==> src/rtl/ddr2_guard_pkg.sv <==
package ddr2_guard_pkg;

	// Controller clock
	localparam int REF_CLK_PS = 20000;

	// Device clock made by an external PLL from the controller clock
	localparam int DDR_CK_PS    = 5000;
	localparam int CK_MIN_PS    = 2500;
	localparam int CK_MAX_PS    = 8000;
	localparam int CK_MIN_667PS = 3000;
	localparam int CK_MIN_533PS = 3750;
	localparam int CK_MIN_400PS = 5000;
	localparam bit CK_LEGAL     = (DDR_CK_PS >= CK_MIN_PS) && (DDR_CK_PS <= CK_MAX_PS);

	// Times in picoseconds except MRD_CK in device clocks and DQSS_QTR_CK in quarter clocks, figures of the slower grades where they are the larger
	localparam int RFC_PS      = 105000;
	localparam int REFI_PS     = 7800000;
	localparam int RCD_PS      = 15000;
	localparam int RP_PS       = 15000;
	localparam int RC_PS       = 60000;
	localparam int RAS_PS      = 45000;
	localparam int RAS_MAX_PS  = 70000000;
	localparam int RRD_1KB_PS  = 7500;
	localparam int RRD_2KB_PS  = 10000;
	localparam int FAW_PS      = 50000;
	localparam int MRD_CK      = 2;
	localparam int DQSS_QTR_CK = 0;

	// Least times round up, longest times round down
	localparam logic [3:0]  RFC_CYC     = 4'((RFC_PS + REF_CLK_PS - 1) / REF_CLK_PS);
	localparam logic [8:0]  REFI_CYC    = 9'(REFI_PS / REF_CLK_PS);
	localparam logic [11:0] RCD_CYC     = 12'((RCD_PS + REF_CLK_PS - 1) / REF_CLK_PS);
	localparam logic [3:0]  RP_CYC      = 4'((RP_PS + REF_CLK_PS - 1) / REF_CLK_PS);
	localparam logic [11:0] RC_CYC      = 12'((RC_PS + REF_CLK_PS - 1) / REF_CLK_PS);
	localparam logic [11:0] RAS_CYC     = 12'((RAS_PS + REF_CLK_PS - 1) / REF_CLK_PS);
	localparam logic [11:0] RAS_MAX_CYC = 12'(RAS_MAX_PS / REF_CLK_PS);
	localparam int          RRD_PS      = (RRD_2KB_PS > RRD_1KB_PS) ? RRD_2KB_PS : RRD_1KB_PS;
	localparam logic [3:0]  RRD_CYC     = 4'((RRD_PS + REF_CLK_PS - 1) / REF_CLK_PS);
	localparam int          FAW_CYC     = (FAW_PS + REF_CLK_PS - 1) / REF_CLK_PS;
	localparam logic [3:0]  MRD_CYC     = 4'((MRD_CK * DDR_CK_PS + REF_CLK_PS - 1) / REF_CLK_PS);
	localparam logic [3:0]  SAT4        = 4'hf;
	localparam int          FAW_LIMIT   = 4;
	localparam int          NUM_BANKS   = 4;
	localparam int          PRE_ALL_BIT = 10;

	typedef enum logic [2:0] {
		CMD_NOP   = 3'h0,
		CMD_ACT   = 3'h1,
		CMD_READ  = 3'h2,
		CMD_WRITE = 3'h3,
		CMD_PRE   = 3'h4,
		CMD_REF   = 3'h5,
		CMD_MRS   = 3'h6
	} cmd_t;

	// Pin codes: chip select, row strobe, column strobe, write enable
	localparam logic [3:0] PINS_DESEL = 4'hf;
	localparam logic [3:0] PINS_NOP   = 4'h7;
	localparam logic [3:0] PINS_ACT   = 4'h3;
	localparam logic [3:0] PINS_READ  = 4'h5;
	localparam logic [3:0] PINS_WRITE = 4'h4;
	localparam logic [3:0] PINS_PRE   = 4'h2;
	localparam logic [3:0] PINS_REF   = 4'h1;
	localparam logic [3:0] PINS_MRS   = 4'h0;

endpackage

==> src/rtl/bank_timer.sv <==
`timescale 1ns/1ps
module bank_timer import ddr2_guard_pkg::*; (
	// Clock and reset
	input  wire logic ref_clk_i,
	input  wire logic reset_i,
	// Commands taken for this bank
	input  wire logic act_i,
	input  wire logic pre_i,
	// Bank state
	output logic      open_o,
	output logic      act_ok_o,
	output logic      access_ok_o,
	output logic      pre_ok_o,
	output logic      idle_ok_o,
	output logic      overdue_o
);

	typedef struct packed {
		logic        open;
		logic [11:0] since_act;
		logic [3:0]  since_pre;
	} bank_state_t;

	bank_state_t s;
	bank_state_t next_s;

	// Counters hold the distance to the edge now being decided, so a fresh
	// command starts them at one
	always_comb begin
		next_s = s;
		if (s.since_act < RAS_MAX_CYC) begin
			next_s.since_act = s.since_act + 12'h001;
		end
		if (s.since_pre != SAT4) begin
			next_s.since_pre = s.since_pre + 4'h1;
		end
		if (act_i) begin
			next_s.open = 1'b1;
			next_s.since_act = 12'h001;
		end else if (pre_i && s.open) begin
			next_s.open = 1'b0;
			next_s.since_pre = 4'h1;
		end
	end

	always_ff @(posedge ref_clk_i) begin
		if (reset_i) begin
			s <= '{open: 1'b0, since_act: RAS_MAX_CYC, since_pre: SAT4};
		end else begin
			s <= next_s;
		end
	end

	assign open_o = s.open;
	assign act_ok_o = !s.open && (s.since_pre >= RP_CYC) && (s.since_act >= RC_CYC);
	assign access_ok_o = s.open && (s.since_act >= RCD_CYC);
	assign pre_ok_o = !s.open || (s.since_act >= RAS_CYC);
	assign idle_ok_o = !s.open && (s.since_pre >= RP_CYC);
	assign overdue_o = s.open && (s.since_act >= RAS_MAX_CYC);
endmodule

==> src/rtl/ddr2_command_timing_guard.sv <==
`timescale 1ns/1ps
module ddr2_command_timing_guard import ddr2_guard_pkg::*; (
	// Clock and reset
	input  wire logic        ref_clk_i,
	input  wire logic        reset_i,
	// Command request
	input  wire logic        cmd_valid_i,
	input  wire cmd_t        cmd_i,
	input  wire logic [1:0]  bank_i,
	input  wire logic [12:0] addr_i,
	output logic             cmd_accept_o,
	// Device command pins
	output logic             cs_n_o,
	output logic             ras_n_o,
	output logic             cas_n_o,
	output logic             we_n_o,
	output logic [1:0]       ba_o,
	output logic [12:0]      addr_o,
	// Status
	output logic             write_start_o,
	output logic             refresh_due_o,
	output logic [3:0]       row_overdue_o
);

	typedef struct packed {
		logic [3:0]         pins;
		logic [1:0]         ba;
		logic [12:0]        addr;
		logic               accept;
		logic               write_start;
		logic               refresh_due;
		logic [3:0]         overdue;
		logic [3:0]         since_ref;
		logic [3:0]         since_mrs;
		logic [3:0]         since_act;
		logic [FAW_CYC-1:0] faw;
		logic [8:0]         refi;
	} guard_state_t;

	guard_state_t s;
	guard_state_t next_s;

	logic [3:0] act_b;
	logic [3:0] pre_b;
	logic [3:0] open_b;
	logic [3:0] act_ok_b;
	logic [3:0] access_ok_b;
	logic [3:0] pre_ok_b;
	logic [3:0] idle_ok_b;
	logic [3:0] overdue_b;
	logic       legal;
	logic       take;
	logic       mrs_ok;
	logic       ref_ok;
	logic       pre_all;

	genvar b;
	generate
		for (b = 0; b < NUM_BANKS; b++) begin : g_bank
			assign act_b[b] = take && (cmd_i == CMD_ACT) && (bank_i == 2'(b));
			assign pre_b[b] = take && (cmd_i == CMD_PRE) && (pre_all || bank_i == 2'(b));
			bank_timer i_bank_timer (
				.ref_clk_i   (ref_clk_i),
				.reset_i     (reset_i),
				.act_i       (act_b[b]),
				.pre_i       (pre_b[b]),
				.open_o      (open_b[b]),
				.act_ok_o    (act_ok_b[b]),
				.access_ok_o (access_ok_b[b]),
				.pre_ok_o    (pre_ok_b[b]),
				.idle_ok_o   (idle_ok_b[b]),
				.overdue_o   (overdue_b[b])
			);
		end
	endgenerate

	assign pre_all = addr_i[PRE_ALL_BIT];
	assign mrs_ok = s.since_mrs >= MRD_CYC;
	assign ref_ok = s.since_ref >= RFC_CYC;

	always_comb begin
		unique case (cmd_i)
			CMD_NOP: legal = mrs_ok;
			CMD_ACT: legal = mrs_ok && ref_ok && act_ok_b[bank_i]
				&& (s.since_act >= RRD_CYC)
				&& ($countones(s.faw[FAW_CYC-2:0]) < FAW_LIMIT);
			CMD_READ, CMD_WRITE: legal = mrs_ok && access_ok_b[bank_i];
			CMD_PRE: legal = mrs_ok && (pre_all ? &pre_ok_b : pre_ok_b[bank_i]);
			CMD_REF, CMD_MRS: legal = mrs_ok && ref_ok && (&idle_ok_b);
			default: legal = 1'b0;
		endcase
	end

	// One idle cycle after each accept, so a request still held at that edge
	// is never issued twice
	assign take = cmd_valid_i && !s.accept && legal;

	always_comb begin
		next_s = s;
		next_s.pins = PINS_DESEL;
		next_s.accept = take;
		next_s.write_start = 1'b0;
		next_s.overdue = overdue_b;
		if (s.since_ref != SAT4) begin
			next_s.since_ref = s.since_ref + 4'h1;
		end
		if (s.since_mrs != SAT4) begin
			next_s.since_mrs = s.since_mrs + 4'h1;
		end
		if (s.since_act != SAT4) begin
			next_s.since_act = s.since_act + 4'h1;
		end
		next_s.faw = {s.faw[FAW_CYC-2:0], take && (cmd_i == CMD_ACT)};
		if (take) begin
			next_s.ba = bank_i;
			next_s.addr = addr_i;
			unique case (cmd_i)
				CMD_NOP: next_s.pins = PINS_NOP;
				CMD_ACT: begin
					next_s.pins = PINS_ACT;
					next_s.since_act = 4'h1;
				end
				CMD_READ: next_s.pins = PINS_READ;
				// Strobe window is opened on the command edge itself, zero offset
				CMD_WRITE: begin
					next_s.pins = PINS_WRITE;
					next_s.write_start = 1'b1;
				end
				CMD_PRE: next_s.pins = PINS_PRE;
				CMD_REF: begin
					next_s.pins = PINS_REF;
					next_s.since_ref = 4'h1;
				end
				CMD_MRS: begin
					next_s.pins = PINS_MRS;
					next_s.since_mrs = 4'h1;
				end
				default: next_s.pins = PINS_DESEL;
			endcase
		end
		// Interval timer restarts free-running; a late refresh is never forgiven
		if (take && cmd_i == CMD_REF) begin
			next_s.refresh_due = 1'b0;
		end
		if (s.refi == REFI_CYC - 9'h001) begin
			next_s.refi = 9'h000;
			next_s.refresh_due = 1'b1;
		end else begin
			next_s.refi = s.refi + 9'h001;
		end
	end

	always_ff @(posedge ref_clk_i) begin
		if (reset_i) begin
			s <= '{pins: PINS_DESEL, ba: 2'h0, addr: 13'h0000, accept: 1'b0,
				write_start: 1'b0, refresh_due: 1'b0, overdue: 4'h0,
				since_ref: SAT4, since_mrs: SAT4, since_act: SAT4,
				faw: '0, refi: 9'h000};
		end else begin
			s <= next_s;
		end
	end

	assign {cs_n_o, ras_n_o, cas_n_o, we_n_o} = s.pins;
	assign ba_o = s.ba;
	assign addr_o = s.addr;
	assign cmd_accept_o = s.accept;
	assign write_start_o = s.write_start;
	assign refresh_due_o = s.refresh_due;
	assign row_overdue_o = s.overdue;

	logic iss_act;
	logic iss_ref;
	logic iss_mrs;
	logic iss_rw;
	assign iss_act = s.pins == PINS_ACT;
	assign iss_ref = s.pins == PINS_REF;
	assign iss_mrs = s.pins == PINS_MRS;
	assign iss_rw = (s.pins == PINS_READ) || (s.pins == PINS_WRITE);
endmodule

==> config.mk <==
export PLATFORM = sky130hd
export DESIGN_NAME = ddr2_command_timing_guard
export DESIGN_NICKNAME = d
export VERILOG_FILES = /design/src/rtl/ddr2_guard_pkg.sv /design/src/rtl/bank_timer.sv /design/src/rtl/ddr2_command_timing_guard.sv
export SDC_FILE = /design/constraint.sdc
export NUM_CORES = 1
export LEC_CHECK = 0
export ABC_AREA = 0
export BUFFER_PORTS_ARGS = -buffer_cell sky130_fd_sc_hd__buf_2
export CAP_MARGIN = 25
export CORE_ASPECT_RATIO = 1.2
export CORE_MARGIN = 2
export CORE_UTILIZATION = 40
export CTS_CLUSTER_DIAMETER = 50
export CTS_CLUSTER_SIZE = 40
export DETAILED_ROUTE_END_ITERATION = 10
export GPL_ROUTABILITY_DRIVEN = 0
export PLACE_DENSITY = 0.54
export SLEW_MARGIN = 20
export SYNTH_ARGS = -nofsm -noshare
export SYNTH_HDL_FRONTEND = slang
export SYNTH_SLANG_ARGS = --single-unit
==> constraint.sdc <==
create_clock -name ref_clk_i -period 4.3 [get_ports ref_clk_i]
set_input_delay 0.86 -clock ref_clk_i [delete_from_list [all_inputs] [get_ports ref_clk_i]]
set_output_delay 0.86 -clock ref_clk_i [all_outputs]
set_load 0.02 [all_outputs]
### Word-level counts from Yosys, hierarchy flattened

Cells that the tools add are included.

| word-level totals | value |
|---|---|
| flip-flop bits (word level) | 117 |
| bits of input ports | 21 |

| operators by class | value |
|---|---|
| multiplexer cells | 47 |
| add/subtract/negate cells | 13 |
| reductions and logical operators | 74 |
| eq/ne operators | 17 |
| magnitude comparators | 25 |
| bitwise gates (word level) | 1 |

Operator list:

| kind | number |
|---|---|
| 12-bit 2-to-1 mux | 9 |
| 4-bit 2-to-1 mux | 18 |
| 12-bit by 1-bit adder with 12-bit output, second input constant | 4 |
| 12-bit by 1-bit greater-or-equal comparator with 1-bit output, second input constant | 4 |
| 12-bit greater-or-equal comparator, second input constant | 4 |
| 12-bit by 2-bit greater-or-equal comparator with 1-bit output, second input constant | 4 |
| 12-bit less-than comparator, second input constant | 4 |
| 1-bit logical AND | 40 |
| 4-bit by 1-bit adder with 4-bit output, second input constant | 7 |
| 4-bit inequality test, second input constant | 7 |
| 4-bit one-hot mux with 7 select lines | 1 |
| 4-bit by 1-bit greater-or-equal comparator with 1-bit output, second input constant | 6 |
| 2-bit nonzero test | 9 |
| 2-bit OR reduction | 8 |
| 1-bit 2-to-1 mux | 15 |
| 9-bit by 1-bit adder with 9-bit output, second input constant | 1 |
| 3-bit equality test, second input constant | 3 |
| 9-bit equality test, second input constant | 1 |
| 1-bit logical OR | 8 |
| 4-bit AND reduction | 2 |
| 1-bit binary-select mux with 2-bit select | 3 |
| 3-bit by 2-bit equality test with 1-bit output, second input constant | 2 |
| 2-bit by 3-bit less-than comparator with 1-bit output, second input constant | 2 |
| 1-bit logical NOT | 5 |
| 9 further kinds | 10 |

### Longest topological paths before layout

| logic depth | value |
|---|---|
| depth after elaboration | 15 |
| mapped depth | 11 |
| gate-level depth less buffers | 9 |

### By module

From an unflattened synthesis, not the netlist that was laid out.

| unflattened totals | value |
|---|---|
| cell total of the unflattened synthesis | 830 |
| area, all modules | 7105.6 µm² |

By module, submodules not included:

| module | area an instance (µm²) | seq. area each (µm²) | cells each | times used |
|---|---|---|---|---|
| bank_timer | 1152.4 | 340.3 | 140 | 4 |
| ddr2_command_timing_guard | 2496.1 | 940.9 | 270 | 1 |

### Least setup slack after synthesis

Ideal clock, no wire load.

| timing path | value |
|---|---|
| path type | input to register |
| from | input port bank_i[0] |
| to | register s, in the netlist ras_n_o |
| buffers on the path | 2 |
| arrival | 2.525 ns |
| stages on the path | 9 |
| path slack | 1.655 ns |
| cell sequence | buf_6 -> and2_1 -> o21ai_2 -> o311ai_2 -> nor4_4 -> nor3b_4 -> and2_4 -> buf_6 -> a211o_1 |

| on the way | value |
|---|---|
| word-level cells in the longest chain between the ends | 9 |
| elaborated cells between the ends (all ways) | 16 |
| those cells by class | 8 x mux; 1 x bitwise; 7 x reduce/logical |

Ends and longest elaborated chain:

| item | RTL line | source |
|---|---|---|
| start: declaration | ddr2_command_timing_guard.sv:9 | `input wire logic [1:0] bank_i,` |
| 1-bit binary-select mux with 2-bit select | ddr2_command_timing_guard.sv:84 | `CMD_ACT: legal = mrs_ok && ref_ok && act_ok_b[bank_i]` |
| 1-bit 2-to-1 mux (not written as such) | ddr2_command_timing_guard.sv:84 |  |
| 1-bit logical AND | ddr2_command_timing_guard.sv:84 |  |
| 1-bit logical AND | ddr2_command_timing_guard.sv:85 | `&& (s.since_act >= RRD_CYC)` |
| 1-bit logical AND | ddr2_command_timing_guard.sv:86 | `&& ($countones(s.faw[FAW_CYC-2:0]) < FAW_LIMIT);` |
| 1-bit one-hot mux with 5 select lines * | ddr2_command_timing_guard.sv:82 | `unique case (cmd_i)` |
| 1-bit logical AND * | ddr2_command_timing_guard.sv:96 | `assign take = cmd_valid_i && !s.accept && legal;` |
| 1-bit inverter (no source line) * | n/a |  |
| 2-bit OR reduction (no source line) * | n/a |  |
| end signal: assignment | ddr2_command_timing_guard.sv:155 | `s <= '{pins: PINS_DESEL, ba: 2'h0, addr: 13'h0000, accept: 1'b0,` |
| end signal: assignment | ddr2_command_timing_guard.sv:160 | `s <= next_s;` |
| end: declaration | ddr2_command_timing_guard.sv:40 | `guard_state_t s;` |

Every way passes the cells marked *; elsewhere a longest branch is shown, timed or not. The select of a mux whose other input is x is not followed.
A chain may end at the register's enable or synchronous reset.

### Final worst setup path

| timing path | value |
|---|---|
| from | register g_bank[3].i_bank_timer.s[1] in the netlist's numbering |
| to | register s[16] in the netlist's numbering |

| on the way | value |
|---|---|
| word-level cells in the longest chain between the ends | 11 |
| elaborated cells between the ends (all ways) | 13 |
| those cells by class | 1 x order compare; 4 x mux; 8 x reduce/logical |

Ends and longest elaborated chain:

| item | RTL line | source |
|---|---|---|
| start: declaration | bank_timer.sv:24 | `bank_state_t s;` |
| start signal: assignment | bank_timer.sv:48 | `s <= '{open: 1'b0, since_act: RAS_MAX_CYC, since_pre: SAT4};` |
| start signal: assignment | bank_timer.sv:50 | `s <= next_s;` |
| 4-bit by 1-bit greater-or-equal comparator with 1-bit output * | bank_timer.sv:55, bank_timer.sv:58 |  |
| 1-bit logical AND * | bank_timer.sv:55, bank_timer.sv:58 |  |
| 1-bit logical AND | bank_timer.sv:55 | `assign act_ok_o = !s.open && (s.since_pre >= RP_CYC) && (s.since_act >= RC_CYC);` |
| 1-bit binary-select mux with 2-bit select | ddr2_command_timing_guard.sv:84 |  |
| 1-bit 2-to-1 mux (not written as such) | ddr2_command_timing_guard.sv:84 |  |
| 1-bit logical AND | ddr2_command_timing_guard.sv:84 |  |
| 1-bit logical AND | ddr2_command_timing_guard.sv:85 |  |
| 1-bit logical AND | ddr2_command_timing_guard.sv:86 |  |
| 1-bit one-hot mux with 5 select lines * | ddr2_command_timing_guard.sv:82 |  |
| 1-bit logical AND * | ddr2_command_timing_guard.sv:96 |  |
| 12-bit 2-to-1 mux * | ddr2_command_timing_guard.sv:114 | `if (take) begin` |

Marked as above.

==> out/metrics.yaml <==
outcome:
  status: "complete, no violations"
drt:
  drtIter0Drc: 284
  postRouteAntennaNets: 0
  wl_per_cell_microns: 14.1
  drc: 0
  drt_wl_total_microns: 13300
  num_vias: 4958
  post_drt_via_cell_ratio: 5.27
  drtPass1Iterations: 7
cts:
  numCtsBuffers: 17
  post_cts_resized: 0
  cts.sinks: 115
  clock_latency_ns: 0.42
  post-cts-setup-buffer-count: 0
  hold_buffers: 0
  cts_root_buffer: "clkbuf_16"
  cts_max_level: 4
  cts_tree: "yes"
  clkTransAtPathRegs_ns: 0.05
  cts_buffer_depth: 2
floorplan:
  start_util_pct: 40.9
  die-width_microns: 117
  chipHeight_microns: 139
  core_sq_um: 15000
  pin_count: 47
  row_count: 49
  die_area_sq_um: 16300
synth:
  synth_area_leader_cell: "dfxtp_1"
  ys_ff_latch: 115
  synth_enable_flop_cells: 0
  synth_fp_nets: 759
  synth_ff_type: "dfxtp_1"
  synth_area_sq_um: 6120
  synthTopCellsByArea: "dfxtp_1, ha_1, xnor2_1, nor2_1, nand3_1"
  async_reset_ff_share_pct: 0
  yosys_warnings: 0
  ys_types: 57
  syn_area_per_cell_sq_um: 8.69
  syn_inst: 704
  yosysSeqAreaShare_pct: 37.6
  synth_top_area_share_pct: 37.6
layout:
  syn_to_final_growth_pct: 13.5
  fill_cells: 1479
  final_util_pct: 46.4
  drive_above_1_share_pct: 13.6
  design_area_sq_um: 6940
  fin_cells: 941
  final_nets: 778
grt:
  gr-usage-all-layers_pct: 17.1
  grt.overflow.total: 0
  grt_pass1_wl_microns: 22000
  grt_max_degree: 42
  grt_antenna_before_repair: 1
  grt_pass1_vias: 4681
worst_hold_path:
  hold_depth: 2
  holdCritStartpoint: "refresh_due_o"
  hold_class: "reg -> reg"
  min_to: "refresh_due_o"
setup_path:
  worst-r2r-cell-count: 9
  cp-end-kind: "flip-flop"
  crit_required_ns: 4.57
  cp_max_fo: 22
  reg2reg_slack_ns: 1.27
  rr_startpoint: "g_bank[3].i_bank_timer.s[1]"
  path_class: "reg -> reg"
  worstPathArrival_ns: 3.30
  rr_endpoint: "s[16]"
  cp-start-kind: "flip-flop"
timing:
  finalSetupTns_ns: 0
  fin_crit_ns: 3.03
  fin_skew_ns: 0.00655
  final.period_utilization_pct: 70.5
  hold_viol: 0
  setup_viol: 0
  rsz0062_at_grt: "no"
  max_slew.worst_pin.slew_ns: 0.769
  fmax_ghz: 0.330
  relSlewSlack_pct: 48.7
  maxSlewViolCount: 0
place:
  port_buffers: 46
  dp_cells: 908
  dpl_cell_area_sq_um: 6320
  dp_hpwl_microns: 9470
power:
  p_total_mw: 3.49
  seqPwrFrac_pct: 37.9
  sw_frac_of_total_pct: 29.4
  p_int_mw: 2.46
  power.switching_mw: 1.03
  p_leak_nw: 2.79
  worst_ir_drop_vdd_mv: 0.247
  power.density_nw_per_um2: 503
  pwr-share-clk_pct: 41.7
  pwr-share-comb_pct: 20.4
flow_run:
  cap_violations: 0
cell type report:
cell class / instances / area, sq um / share of cell area [%]
flip-flops and latches: 115 / 2300 / 33.2
well taps: 204 / 255 / 3.68
multi-input cells: 510 / 3390 / 48.9
inverters: 29 / 109 / 1.57
diodes: 1 / 2.50 / 0.0361
clock inverters: 14 / 178 / 2.56
clock buffers: 18 / 439 / 6.33
repair buffers: 50 / 260 / 3.75
layer usage:
layer	global-route usage, %	vias up	share of wire, %
li1	-	2498	-
met1	20.3	2351	45
met2	29.0	92	49
met3	5.27	17	4.4
met4	5.94	0	1.6
met5	0	-	0
power groups by stage:
stage,clock network [mW],logic [mW],registers (mW)
finish,1.46,0.712,1.32
global route,1.55,0.821,1.35
CTS,1.49,0.719,1.32
detailed placement,0,0.709,1.35
global placement,0,0.685,1.34
floorplan,0,0.612,1.32
logic make-up after synthesis:
group	share of synthesized area (%)
buffers and inverters	6.85
and+or+nand+nor	25.1
DFF	37.6
xor gates and xnor gates	7.59
AOI/OAI and AO/OA	13.1
muxes	2.72
adders and majority gates	6.96
worst max path at each step:
stage	slack [ns]	startpoint	cells past startpoint	to
floorplan	1.66	bank_i[0]	9	ras_n_o
global placement	1.13	bank_i[1]	8	s[16]
detailed placement	0.99	bank_i[1]	8	s[16]
CTS	1.24	g_bank[3].i_bank_timer.s[1]	9	s[16]
global route	0.96	g_bank[0].i_bank_timer.s[1]	9	s[16]
finish	1.27	g_bank[3].i_bank_timer.s[1]	9	s[16]
worst max-delay path: stages (launching register included):
cell and delay, ns:
dfxtp_1 0.37, inv_1 0.07, ha_1 0.17, nor4b_1 0.53
nor2_1 0.11, nand4_1 0.12, nand4b_1 0.31, nor3b_4 0.66
and2_4 0.41, o211ai_1 0.13
state kept, by name, summed over array words and instances, names as in the netlist, 2 cells and up:
signal	count
s	21
ba_o	2
row_overdue_o	4
addr_o	13
g_bank.i_bank_timer.s	64
g_bank.i_bank_timer.open_o	4
layout by cell type (no fill, tap or decap), types with 7 or more instances in the layout:
| cell | n |
|---|---|
| ha_1 | 34 |
| and3_1 | 11 |
| clkbuf_16 | 17 |
| buf_2 | 46 |
| inv_1 | 28 |
| nor2_1 | 60 |
| a21oi_1 | 40 |
| a31o_1 | 15 |
| nor2b_1 | 9 |
| nand2b_1 | 11 |
| xnor2_1 | 30 |
| nor3_1 | 21 |
| nor4b_1 | 8 |
| nand2_1 | 52 |
| nand4_1 | 15 |
| mux2i_1 | 11 |
| dfxtp_1 | 115 |
| o21ai_0 | 42 |
| nor4_1 | 8 |
| nand3b_1 | 10 |
| or3_1 | 7 |
| nand3_1 | 42 |
| xor2_1 | 23 |
cell usage after synthesis, drive strengths merged, types with 10 or more instances:
library cell,n
dfxtp,115
nand3b,10
nand3,43
xor2,23
nor3,22
mux2i,11
nand4,15
buf,34
clkbuf,16
and3,11
nor2,60
ha,34
o21ai,43
nand2b,11
a21oi,40
nor4,13
nand2,52
a31o,15
inv,29
xnor2,30
stage by stage:
step / setup WS [ns] / hold WS, ns
3_5_place_dp: 0.992 / 0.462
4_1_cts: 1.24 / 0.476
2_1_floorplan: 1.66 / 0.445
5_1_grt: 0.961 / 0.488
6_report: 1.27 / 0.469
3_3_place_gp: 1.13 / 0.451
No activity file was read; power rests on OpenSTA's default activity.
